`src/pkg/epc_pkg.sv`:
```
// constants and types of the encoder position comparator
//
// Function
// - gray modes take 8, 9, 10 bit words
// - excess gray mode decodes excess-76 to 0..359
// - 360/512 modes claim point nine, drop output five
// - 1024 mode claims points nine, ten, outputs five, six
// - reverse direction inverts counting sense
// - position offset added, resets to zero
// - quadrature inputs filtered 20 us or 2 us
// - quadrature counter rolls at configured maximum
// - preload pin or command loads preload position
// - marker during home cycle loads home position
// - preset mode holds output between presets
// - timer one pulse at on preset, zero none
// - timer two pulse at off preset, zero none
// - output on at on preset, off at off
// - status and command image exchanged every scan
// - comparators 1..16 at status bits 0..15
// - points 9..12 at 16..19, latches 20..23
// - quadrature flags and inputs at bits 24..29
// - ready at bit 30, error at 31
// - latched strobe locks out until reset command
// - preload latch locks pin until reset command
// - error holds until clear-error bit toggles
// - home switch closed then marker sets home found
package epc_pkg;

   // ----------------------------------------------------------------
   // modes and layout
   // ----------------------------------------------------------------
   typedef enum logic [2:0] {
      GRAY_8BIT_MODE, GRAY_EXCESS_MODE, GRAY_9BIT_MODE, GRAY_10BIT_MODE, QUADRATURE_MODE
   } epc_mode_type;

   localparam int NUM_CMP          = 16;
   localparam logic [15:0] EXCESS_BIAS    = 16'h004c; // 76
   localparam logic [15:0] EXCESS_TOP     = 16'h0167; // 359
   localparam logic [15:0] MAX_8BIT       = 16'h00ff;
   localparam logic [15:0] MAX_9BIT       = 16'h01ff;
   localparam logic [15:0] MAX_10BIT      = 16'h03ff;
   localparam logic [15:0] QUAD_MAX_RESET = 16'h00ff; // default 255
   localparam logic [15:0] QUAD_MAX_LOW   = 16'h000a; // 10
   localparam logic [15:0] QUAD_MAX_HIGH  = 16'hfde7; // 64999
   localparam logic [15:0] OFFSET_RESET   = 16'h0000;
   localparam logic [15:0] OFF_PRE_RESET  = 16'h0000;
   localparam logic [15:0] TIMER_RESET    = 16'h0000;

   // status bit positions
   localparam int ST_CMP_LSB   = 0;
   localparam int ST_IN_LSB    = 16;
   localparam int ST_LATCH_LSB = 20;
   localparam int ST_HOME      = 24;
   localparam int ST_PRELATCH  = 25;
   localparam int ST_HOMESW    = 26;
   localparam int ST_GEN_LSB   = 27;
   localparam int ST_READY     = 30;
   localparam int ST_ERROR     = 31;
   localparam logic [1:0] STATUS_BIT_IMAGE_OFS = 2'h0;

   // timing
   localparam int CLK_HZ        = 50_000_000;
   localparam int FILT_SLOW_NS  = 20_000;
   localparam int FILT_FAST_NS  = 2_000;
   localparam int FILT_SLOW_CYC = FILT_SLOW_NS / (1_000_000_000 / CLK_HZ);
   localparam int FILT_FAST_CYC = FILT_FAST_NS / (1_000_000_000 / CLK_HZ);
   localparam int MS_CYC        = CLK_HZ / 1000;

   // per-comparator setup
   typedef struct packed {
      logic        timer_mode;
      logic [15:0] on_preset;
      logic [15:0] off_preset;
      logic [15:0] timer1_ms;
      logic [15:0] timer2_ms;
   } epc_cmp_cfg_type;

   // command bits from host
   typedef struct packed {
      logic [3:0] reset_strobe;
      logic       reset_preload;
      logic       preload;
      logic       home_start;
      logic       clear_error;
   } epc_cmd_type;

endpackage

```
`src/core/epc_core.sv`:
```
// encoder position comparator core
`timescale 1ns/10ps
module epc_core #(
   parameter int MS_COUNT = epc_pkg::MS_CYC
) (
   input  wire logic                     sys_clk,
   input  wire logic                     reset_n,
   input  wire epc_pkg::epc_mode_type    mode,
   input  wire logic                     reverse_dir,
   input  wire logic [15:0]              position_offset,
   input  wire logic                     fast_filter,
   input  wire logic [15:0]              quad_max,
   input  wire logic [15:0]              preload_position,
   input  wire logic [15:0]              home_position,
   input  wire epc_pkg::epc_cmp_cfg_type cmp_cfg [epc_pkg::NUM_CMP],
   input  wire logic [3:0]               strobe_rising,
   input  wire epc_pkg::epc_cmd_type     cmd,
   input  wire logic                     bad_data_cmd,
   input  wire logic [9:0]               gray_in,
   input  wire logic                     quad_a,
   input  wire logic                     quad_b,
   input  wire logic                     marker_pin,
   input  wire logic                     preload_pin,
   input  wire logic                     home_switch_pin,
   input  wire logic                     general_input_six,
   input  wire logic                     general_input_seven,
   input  wire logic                     general_input_eight,
   input  wire logic [3:0]               point_in,
   output logic [31:0]                   status_bit_image,
   output logic [3:0]                    point_out,
   output logic [3:0]                    point_out_en,
   output logic [3:0]                    strobe_capture,
   output logic [15:0]                   position
);

   // ----------------------------------------------------------------
   // input synchronisers: three stages, change when stages 2,3 agree
   // ----------------------------------------------------------------
   localparam int NS = 22;
   logic [NS-1:0] raw, s1_ff, s2_ff, s3_ff, clean_ff, nxt_clean;
   assign raw = {point_in, general_input_eight, general_input_seven, general_input_six,
                 home_switch_pin, preload_pin, marker_pin, quad_b, quad_a, gray_in};
   assign nxt_clean = (s2_ff == s3_ff) ? s3_ff : clean_ff;
   always_ff @(posedge sys_clk or negedge reset_n) begin
      if (!reset_n) begin
         s1_ff <= '0; s2_ff <= '0; s3_ff <= '0; clean_ff <= '0;
      end else begin
         s1_ff <= raw; s2_ff <= s1_ff; s3_ff <= s2_ff; clean_ff <= nxt_clean;
      end
   end

   // ----------------------------------------------------------------
   // quadrature filter: a, b, marker, preload must hold stable
   // ----------------------------------------------------------------
   logic [3:0]  f_in, filt_ff;
   logic [3:0][9:0] fcnt_ff;
   logic [9:0]  filt_len;
   assign f_in     = clean_ff[13:10];
   assign filt_len = fast_filter ? 10'(epc_pkg::FILT_FAST_CYC)
                                 : 10'(epc_pkg::FILT_SLOW_CYC);
   always_ff @(posedge sys_clk or negedge reset_n) begin
      if (!reset_n) begin
         filt_ff <= '0; fcnt_ff <= '0;
      end else begin
         for (int i = 0; i < 4; i++) begin
            if (f_in[i] == filt_ff[i]) fcnt_ff[i] <= '0;
            else if (fcnt_ff[i] >= filt_len - 10'h001) begin
               filt_ff[i] <= f_in[i]; fcnt_ff[i] <= '0;
            end else fcnt_ff[i] <= fcnt_ff[i] + 10'h001;
         end
      end
   end

   // ----------------------------------------------------------------
   // quadrature decode, counter, preload and home
   // ----------------------------------------------------------------
   logic [1:0]  ab_ff;
   logic        mark_ff, pre_ff, homing_ff, home_found_ff, pre_latch_ff, home_cmd_ff;
   logic [15:0] qcnt_ff, nxt_qcnt, qmax;
   logic        step, up_raw, up, marker_edge, pre_edge, home_hit, pin_preload;
   assign qmax   = (quad_max < epc_pkg::QUAD_MAX_LOW) ? epc_pkg::QUAD_MAX_LOW
                 : (quad_max > epc_pkg::QUAD_MAX_HIGH) ? epc_pkg::QUAD_MAX_HIGH : quad_max;
   assign step   = (filt_ff[1:0] != ab_ff) && ((filt_ff[1:0] ^ ab_ff) != 2'h3);
   assign up_raw = filt_ff[0] ^ ab_ff[1];
   assign up     = up_raw ^ reverse_dir;
   assign marker_edge = filt_ff[2] & ~mark_ff;
   assign pre_edge    = filt_ff[3] & ~pre_ff;
   assign pin_preload = pre_edge & ~pre_latch_ff;
   assign home_hit    = homing_ff & clean_ff[14] & marker_edge;
   always_comb begin
      nxt_qcnt = qcnt_ff;
      if (home_hit) nxt_qcnt = home_position;
      else if (pin_preload || cmd.preload) nxt_qcnt = preload_position;
      else if (step && up) nxt_qcnt = (qcnt_ff >= qmax) ? 16'h0000 : qcnt_ff + 16'h0001;
      else if (step) nxt_qcnt = (qcnt_ff == 16'h0000) ? qmax : qcnt_ff - 16'h0001;
   end
   always_ff @(posedge sys_clk or negedge reset_n) begin
      if (!reset_n) begin
         ab_ff <= '0; mark_ff <= 1'b0; pre_ff <= 1'b0; qcnt_ff <= '0;
         homing_ff <= 1'b0; home_found_ff <= 1'b0; pre_latch_ff <= 1'b0;
         home_cmd_ff <= 1'b0;
      end else begin
         ab_ff <= filt_ff[1:0]; mark_ff <= filt_ff[2]; pre_ff <= filt_ff[3];
         qcnt_ff <= nxt_qcnt;
         home_cmd_ff <= cmd.home_start;
         if (home_hit) homing_ff <= 1'b0;
         else if (cmd.home_start & ~home_cmd_ff) homing_ff <= 1'b1;
         if (home_hit) home_found_ff <= 1'b1;
         else if (cmd.home_start & ~home_cmd_ff) home_found_ff <= 1'b0;
         if (pin_preload) pre_latch_ff <= 1'b1;
         else if (cmd.reset_preload) pre_latch_ff <= 1'b0;
      end
   end

   // ----------------------------------------------------------------
   // gray decode and absolute position
   // ----------------------------------------------------------------
   logic [9:0]  gw, bin;
   logic [15:0] enc_max, raw_pos, dir_pos, sum, pos;
   logic        quad;
   assign quad = (mode == epc_pkg::QUADRATURE_MODE);
   always_comb begin
      unique case (mode)
         epc_pkg::GRAY_8BIT_MODE:  gw = {2'b00, clean_ff[7:0]};
         epc_pkg::GRAY_10BIT_MODE: gw = clean_ff[9:0];
         default:                  gw = {1'b0, clean_ff[8:0]};
      endcase
      bin[9] = gw[9];
      for (int i = 8; i >= 0; i--) bin[i] = bin[i+1] ^ gw[i];
   end
   assign enc_max = quad ? qmax
                  : (mode == epc_pkg::GRAY_EXCESS_MODE) ? epc_pkg::EXCESS_TOP
                  : (mode == epc_pkg::GRAY_9BIT_MODE) ? epc_pkg::MAX_9BIT
                  : (mode == epc_pkg::GRAY_10BIT_MODE) ? epc_pkg::MAX_10BIT : epc_pkg::MAX_8BIT;
   assign raw_pos = quad ? qcnt_ff
                  : (mode == epc_pkg::GRAY_EXCESS_MODE) ? {6'h00, bin} - epc_pkg::EXCESS_BIAS
                  : {6'h00, bin};
   assign dir_pos = (reverse_dir && !quad) ? enc_max - raw_pos : raw_pos;
   assign sum     = 16'(dir_pos + position_offset);
   assign pos     = (sum > enc_max) ? 16'(sum - enc_max - 16'h0001) : sum;

   // ----------------------------------------------------------------
   // range comparators
   // ----------------------------------------------------------------
   logic [15:0] pos_ff, cmp_ff, tmr_out_ff;
   logic [15:0][15:0] tms_ff;
   logic [15:0][31:0] tcyc_ff;
   always_ff @(posedge sys_clk or negedge reset_n) begin
      if (!reset_n) begin
         pos_ff <= '0; cmp_ff <= '0; tmr_out_ff <= '0; tms_ff <= '0; tcyc_ff <= '0;
      end else begin
         pos_ff <= pos;
         for (int i = 0; i < epc_pkg::NUM_CMP; i++) begin
            if (pos == cmp_cfg[i].on_preset && pos != pos_ff) begin
               cmp_ff[i] <= 1'b1;
               tms_ff[i] <= cmp_cfg[i].timer1_ms;
               tcyc_ff[i] <= '0;
               tmr_out_ff[i] <= (cmp_cfg[i].timer1_ms != 16'h0000);
            end else if (pos == cmp_cfg[i].off_preset && pos != pos_ff) begin
               cmp_ff[i] <= 1'b0;
               tms_ff[i] <= cmp_cfg[i].timer2_ms;
               tcyc_ff[i] <= '0;
               tmr_out_ff[i] <= (cmp_cfg[i].timer2_ms != 16'h0000);
            end else if (tmr_out_ff[i]) begin
               if (tcyc_ff[i] >= 32'(MS_COUNT - 1)) begin
                  tcyc_ff[i] <= '0;
                  tms_ff[i] <= tms_ff[i] - 16'h0001;
                  if (tms_ff[i] <= 16'h0001) tmr_out_ff[i] <= 1'b0;
               end else tcyc_ff[i] <= tcyc_ff[i] + 32'h1;
            end
         end
      end
   end
   logic [15:0] cmp_state;
   always_comb
      for (int i = 0; i < epc_pkg::NUM_CMP; i++)
         cmp_state[i] = cmp_cfg[i].timer_mode ? tmr_out_ff[i] : cmp_ff[i];

   // ----------------------------------------------------------------
   // points 9..12: outputs, strobes, latches
   // ----------------------------------------------------------------
   logic [3:0] claimed, pin_ff, latch_ff, edge_hit, cap;
   assign claimed = (mode == epc_pkg::GRAY_10BIT_MODE) ? 4'h3
                  : (mode == epc_pkg::GRAY_EXCESS_MODE || mode == epc_pkg::GRAY_9BIT_MODE)
                    ? 4'h1 : 4'h0;
   assign edge_hit = (clean_ff[21:18] ^ pin_ff) & ~(clean_ff[21:18] ^ strobe_rising);
   assign cap      = edge_hit & ~claimed & ~latch_ff;
   logic err_ff, clr_ff, ready_ff;
   always_ff @(posedge sys_clk or negedge reset_n) begin
      if (!reset_n) begin
         pin_ff <= '0; latch_ff <= '0; point_out <= '0; point_out_en <= '0;
         strobe_capture <= '0; position <= '0; err_ff <= 1'b0; clr_ff <= 1'b0;
         ready_ff <= 1'b0; status_bit_image <= '0;
      end else begin
         pin_ff <= clean_ff[21:18];
         latch_ff <= cap | (latch_ff & ~cmd.reset_strobe);
         strobe_capture <= cap;
         point_out <= cmp_state[7:4] & ~claimed;
         point_out_en <= '0;
         position <= pos;
         ready_ff <= 1'b1;
         clr_ff <= cmd.clear_error;
         if (bad_data_cmd) err_ff <= 1'b1;
         else if (cmd.clear_error != clr_ff) err_ff <= 1'b0;
         status_bit_image <= {err_ff, ready_ff,
            quad ? {clean_ff[17:15], clean_ff[14], pre_latch_ff, home_found_ff}
                 : 6'h00,
            latch_ff, clean_ff[21:18],
            cmp_state};
      end
   end

endmodule

```
`config.mk`:
```
export PLATFORM = sky130hd
export DESIGN_NAME = epc_core
export DESIGN_NICKNAME = d
export VERILOG_FILES = /design/src/pkg/epc_pkg.sv /design/src/core/epc_core.sv
export SDC_FILE = /design/constraint.sdc
export NUM_CORES = 2
export LEC_CHECK = 0
export BUFFER_PORTS_ARGS = -buffer_cell sky130_fd_sc_hd__buf_2
export CELL_PAD_IN_SITES_DETAIL_PLACEMENT = 1
export CELL_PAD_IN_SITES_GLOBAL_PLACEMENT = 2
export CORE_AREA = 2 2 463 465
export CTS_BUF_LIST = sky130_fd_sc_hd__clkbuf_16
export CTS_CLUSTER_SIZE = 20
export DETAILED_ROUTE_END_ITERATION = 10
export DIE_AREA = 0 0 465 467
export GPL_ROUTABILITY_DRIVEN = 0
export PLACE_DENSITY = 0.77
export SLEW_MARGIN = 20
export SYNTH_ARGS = -nofsm -noshare
export SYNTH_HDL_FRONTEND = slang
export SYNTH_SLANG_ARGS = --single-unit
```
`constraint.sdc`:
```
create_clock -name sys_clk -period 16.8 [get_ports sys_clk]
set_input_delay 1.68 -clock sys_clk [delete_from_list [all_inputs] [get_ports sys_clk]]
set_output_delay 1.68 -clock sys_clk [all_outputs]
set_load 0.1 [all_outputs]
```
==> summary.txt <==
Status: finished, final reports clean
FF+latch count, synth: 1017
Nets: 10100
Clock Path Buffers: 3
Routed wire length: 351000 um
Worst path slowest cell: o211ai_1
Worst EP required: 17.53 ns
Area Overhead vs Synth: 20.4%
Port-buffer cells: 1201
Design Power: 11.9 mW
Multi-input gate area: 39900 sq um
Met3 global-route usage: 7.44%
Critical path class: input port to register
Initial DRC Count: 4883
Synth Cell Area: 67700 sq um
Final cycle utilization of the critical path: 94.2%
Post-Syn Area per Cell: 8.73 sq um
Hold Path Class: register to register
Least-Margin Pin Slew: 1.22 ns
Final Hold Fails: 0
HPWL after DPL: 283000 um
CTS tree: done
PwrDens: 146 nW/um^2
Crit-path max FO: 26
# setup viols final: 0
Global route overflow: 0
Largest net degree at the start of global routing: 170
Main synth FF type: dfrtp_1
Chip Width: 465 um
Final instance area: 81600 sq um
Clock-pin slew on the worst setup and hold paths: 0.06 ns
Final Util: 38.5%
Number of flops mapped to enable cells by yosys: 0
Synth warnings: 0
Clock tree root buffer cell: clkbuf_16
Max-slew violation count: 0
Ports: 1206
Num rows: 169
RSZ-0062 raised after global routing: no
Clock buffer count from CTS: 131
Most frequent cells in the layout: buf_2 (1200), dfrtp_1 (1016), nor2_1 (750)
Commonest non-fill, non-tap cell in the layout: buf_2
Critical path's largest stage delay: 0.93 ns
Met2 usage: 49.8%
Min Tclk post-route: 15.82 ns
Initial antenna violation count: 231
Drt drc: 0
Layout cells sized above 1: 21.3%
Overall Global Routing Usage: 31.2%
Vias per cell: 5.76
Sequential standard cell area: 25500 sq um
Setup_tns: 0 ns
Number of global-route vias before repair: 69400
Drt first pass iters: 6
Post-Syn Instances: 7756
Synth cell types: 117
Max transition margin: 18.7%
Post-synth ARST share: 100%
Initial core utilization: 32.0%
Worst ir drop on vdd: 0.000159 V
First-pass GRT wire length: 497000 um
Vias post-DR: 68400
Die height: 467 um
Fin Clk Skew: 0.0418 ns
Worst Path Arrival: 16.55 ns
FILL cells: 25000
Core ar.: 212000 sq um
Met1 usage: 38.5%
Post-DRT Antenna Nets: 0
Most frequent CP cell: ha_1
Startpoint types: input port
Clock latency on the worst-skew pair: 0.82 ns
Post-synthesis sequential area ratio: 37.6%
H-tree Lvls: 4
Static leakage: 35.7 nW
Max Cap Violations: 0
Wirelength per Cell: 29.5 um
Die ar.: 217000 sq um
Post-placement cell area: 77100 sq um
Post-CTS Setup Inserts: 0
Max Fclk: 63.2 MHz
GR peak layer: met2
CP endpoint kind: register
CTS sink cnt: 1017
## cell type report
class	instances	area share (%)
Multi-Input combinational cell	6080	48.9
Clock buffer	133	4.08
Inverter	262	1.21
Clock inverter	103	1.07
Tap cell	2821	4.33
Antenna cell	116	0.356
Timing Repair Buffer	1359	8.91
Sequential cell	1017	31.2
## critical path, delay by kind of cell
family,cells,cell delay [ns]
adder cells (fa/ha/maj),11,3.61
AO/OA/AOI/OAI,23,6.16
XOR/XNOR,6,1.57
AND/OR/NAND/NOR,6,1.88
buffers and inverters,10,1.55
## metrics by stage
stage | cells | worst slack, ns | hold WS, ns
2_1_floorplan | 7759 | 3.40 | 0.331
3_3_place_gp | 11500 | -0.0800 | 0.332
3_5_place_dp | 11500 | 0.427 | 0.336
4_1_cts | 11800 | 1.27 | 0.350
5_1_grt | 11800 | 0.00872 | 0.352
6_report | 11900 | 0.981 | 0.348
## sequential cells by signal (all words and copies together) (netlist names), 4 cells and up
name and flops:
tmr_out_ff 16, clean_ff 22, s1_ff 22, qcnt_ff 16, latch_ff 4, strobe_capture 4, position 16, tcyc_ff 512
status_bit_image 28, s3_ff 22, cmp_ff 16, filt_ff 4, tms_ff 256, fcnt_ff 40, s2_ff 22
## final timing paths
kind | cells after the start | to | startpoint | slack, ns
setup / recovery | 56 | tcyc_ff[176]$_DFFE_PN0P_ | mode[1] | 0.98
hold / removal | 0 | s2_ff[5]$_DFF_PN0_ | s1_ff[5]$_DFF_PN0_ | 0.35
setup reg to reg | 55 | tcyc_ff[176]$_DFFE_PN0P_ | clean_ff[8]$_DFFE_PN0N_ | 2.04
hold reg to reg | 0 | s2_ff[5]$_DFF_PN0_ | s1_ff[5]$_DFF_PN0_ | 0.35
max in group asynchronous | 5 | tms_ff[185]$_DFFE_PN0P_ | reset_n | 11.96
min in group asynchronous | 1 | tms_ff[228]$_DFFE_PN0P_ | reset_n | 0.91
## synth_stat cells, types with 90 or more instances
library cell / number / area, sq um
buf_2: 91 / 455
a21oi_1: 446 / 2230
nand3_1: 297 / 1490
nand4_1: 147 / 920
clkbuf_1: 254 / 953
nor2_1: 756 / 2840
or3_1: 90 / 563
and3_1: 226 / 1410
xnor2_1: 508 / 4450
mux2_2: 127 / 1430
inv_1: 251 / 942
mux2i_1: 163 / 1630
ha_1: 144 / 1800
xor2_1: 267 / 2340
dfrtp_1: 1017 / 25400
nor4_1: 363 / 2270
nand2_1: 582 / 2180
o21ai_0: 410 / 2050
and2_1: 154 / 963
nor3_1: 205 / 1030
nor3b_1: 101 / 758
## what timing repair did
item | in CTS | in global routing
setup endpoints to repair | 0 | 35
hold buffers | 0 | 0
gates resized for setup | 0 | 1
## where the power goes
part | leakage (nW) | switching (mW) | total, mW | internal, mW
clock | 2.14 | 1.23 | 2.82 | 1.59
combinational | 20.9 | 4.15 | 6.12 | 1.96
sequential | 12.7 | 0.306 | 2.96 | 2.66
## kinds of logic after synthesis
kind of cell               share of synthesized area, %
muxes                                              4.52
xor gates and xnor gates                           10.3
other                                            0.0111
and+or+nand+nor                                    24.7
DFF                                                37.6
buffers and inverters                              4.10
adders and majority gates                          2.75
AOI/OAI and AO/OA                                  16.0
## per-layer routing
layer  vias up  wire length (um)  part of all wire [%]
li1      30600                 -                     -
met1     34500            143000                    41
met2      2351            160000                    46
met3       823             24300                   6.9
met4       122             22300                   6.4
met5         -               812                  0.23
(Power assumes the default switching activity.)
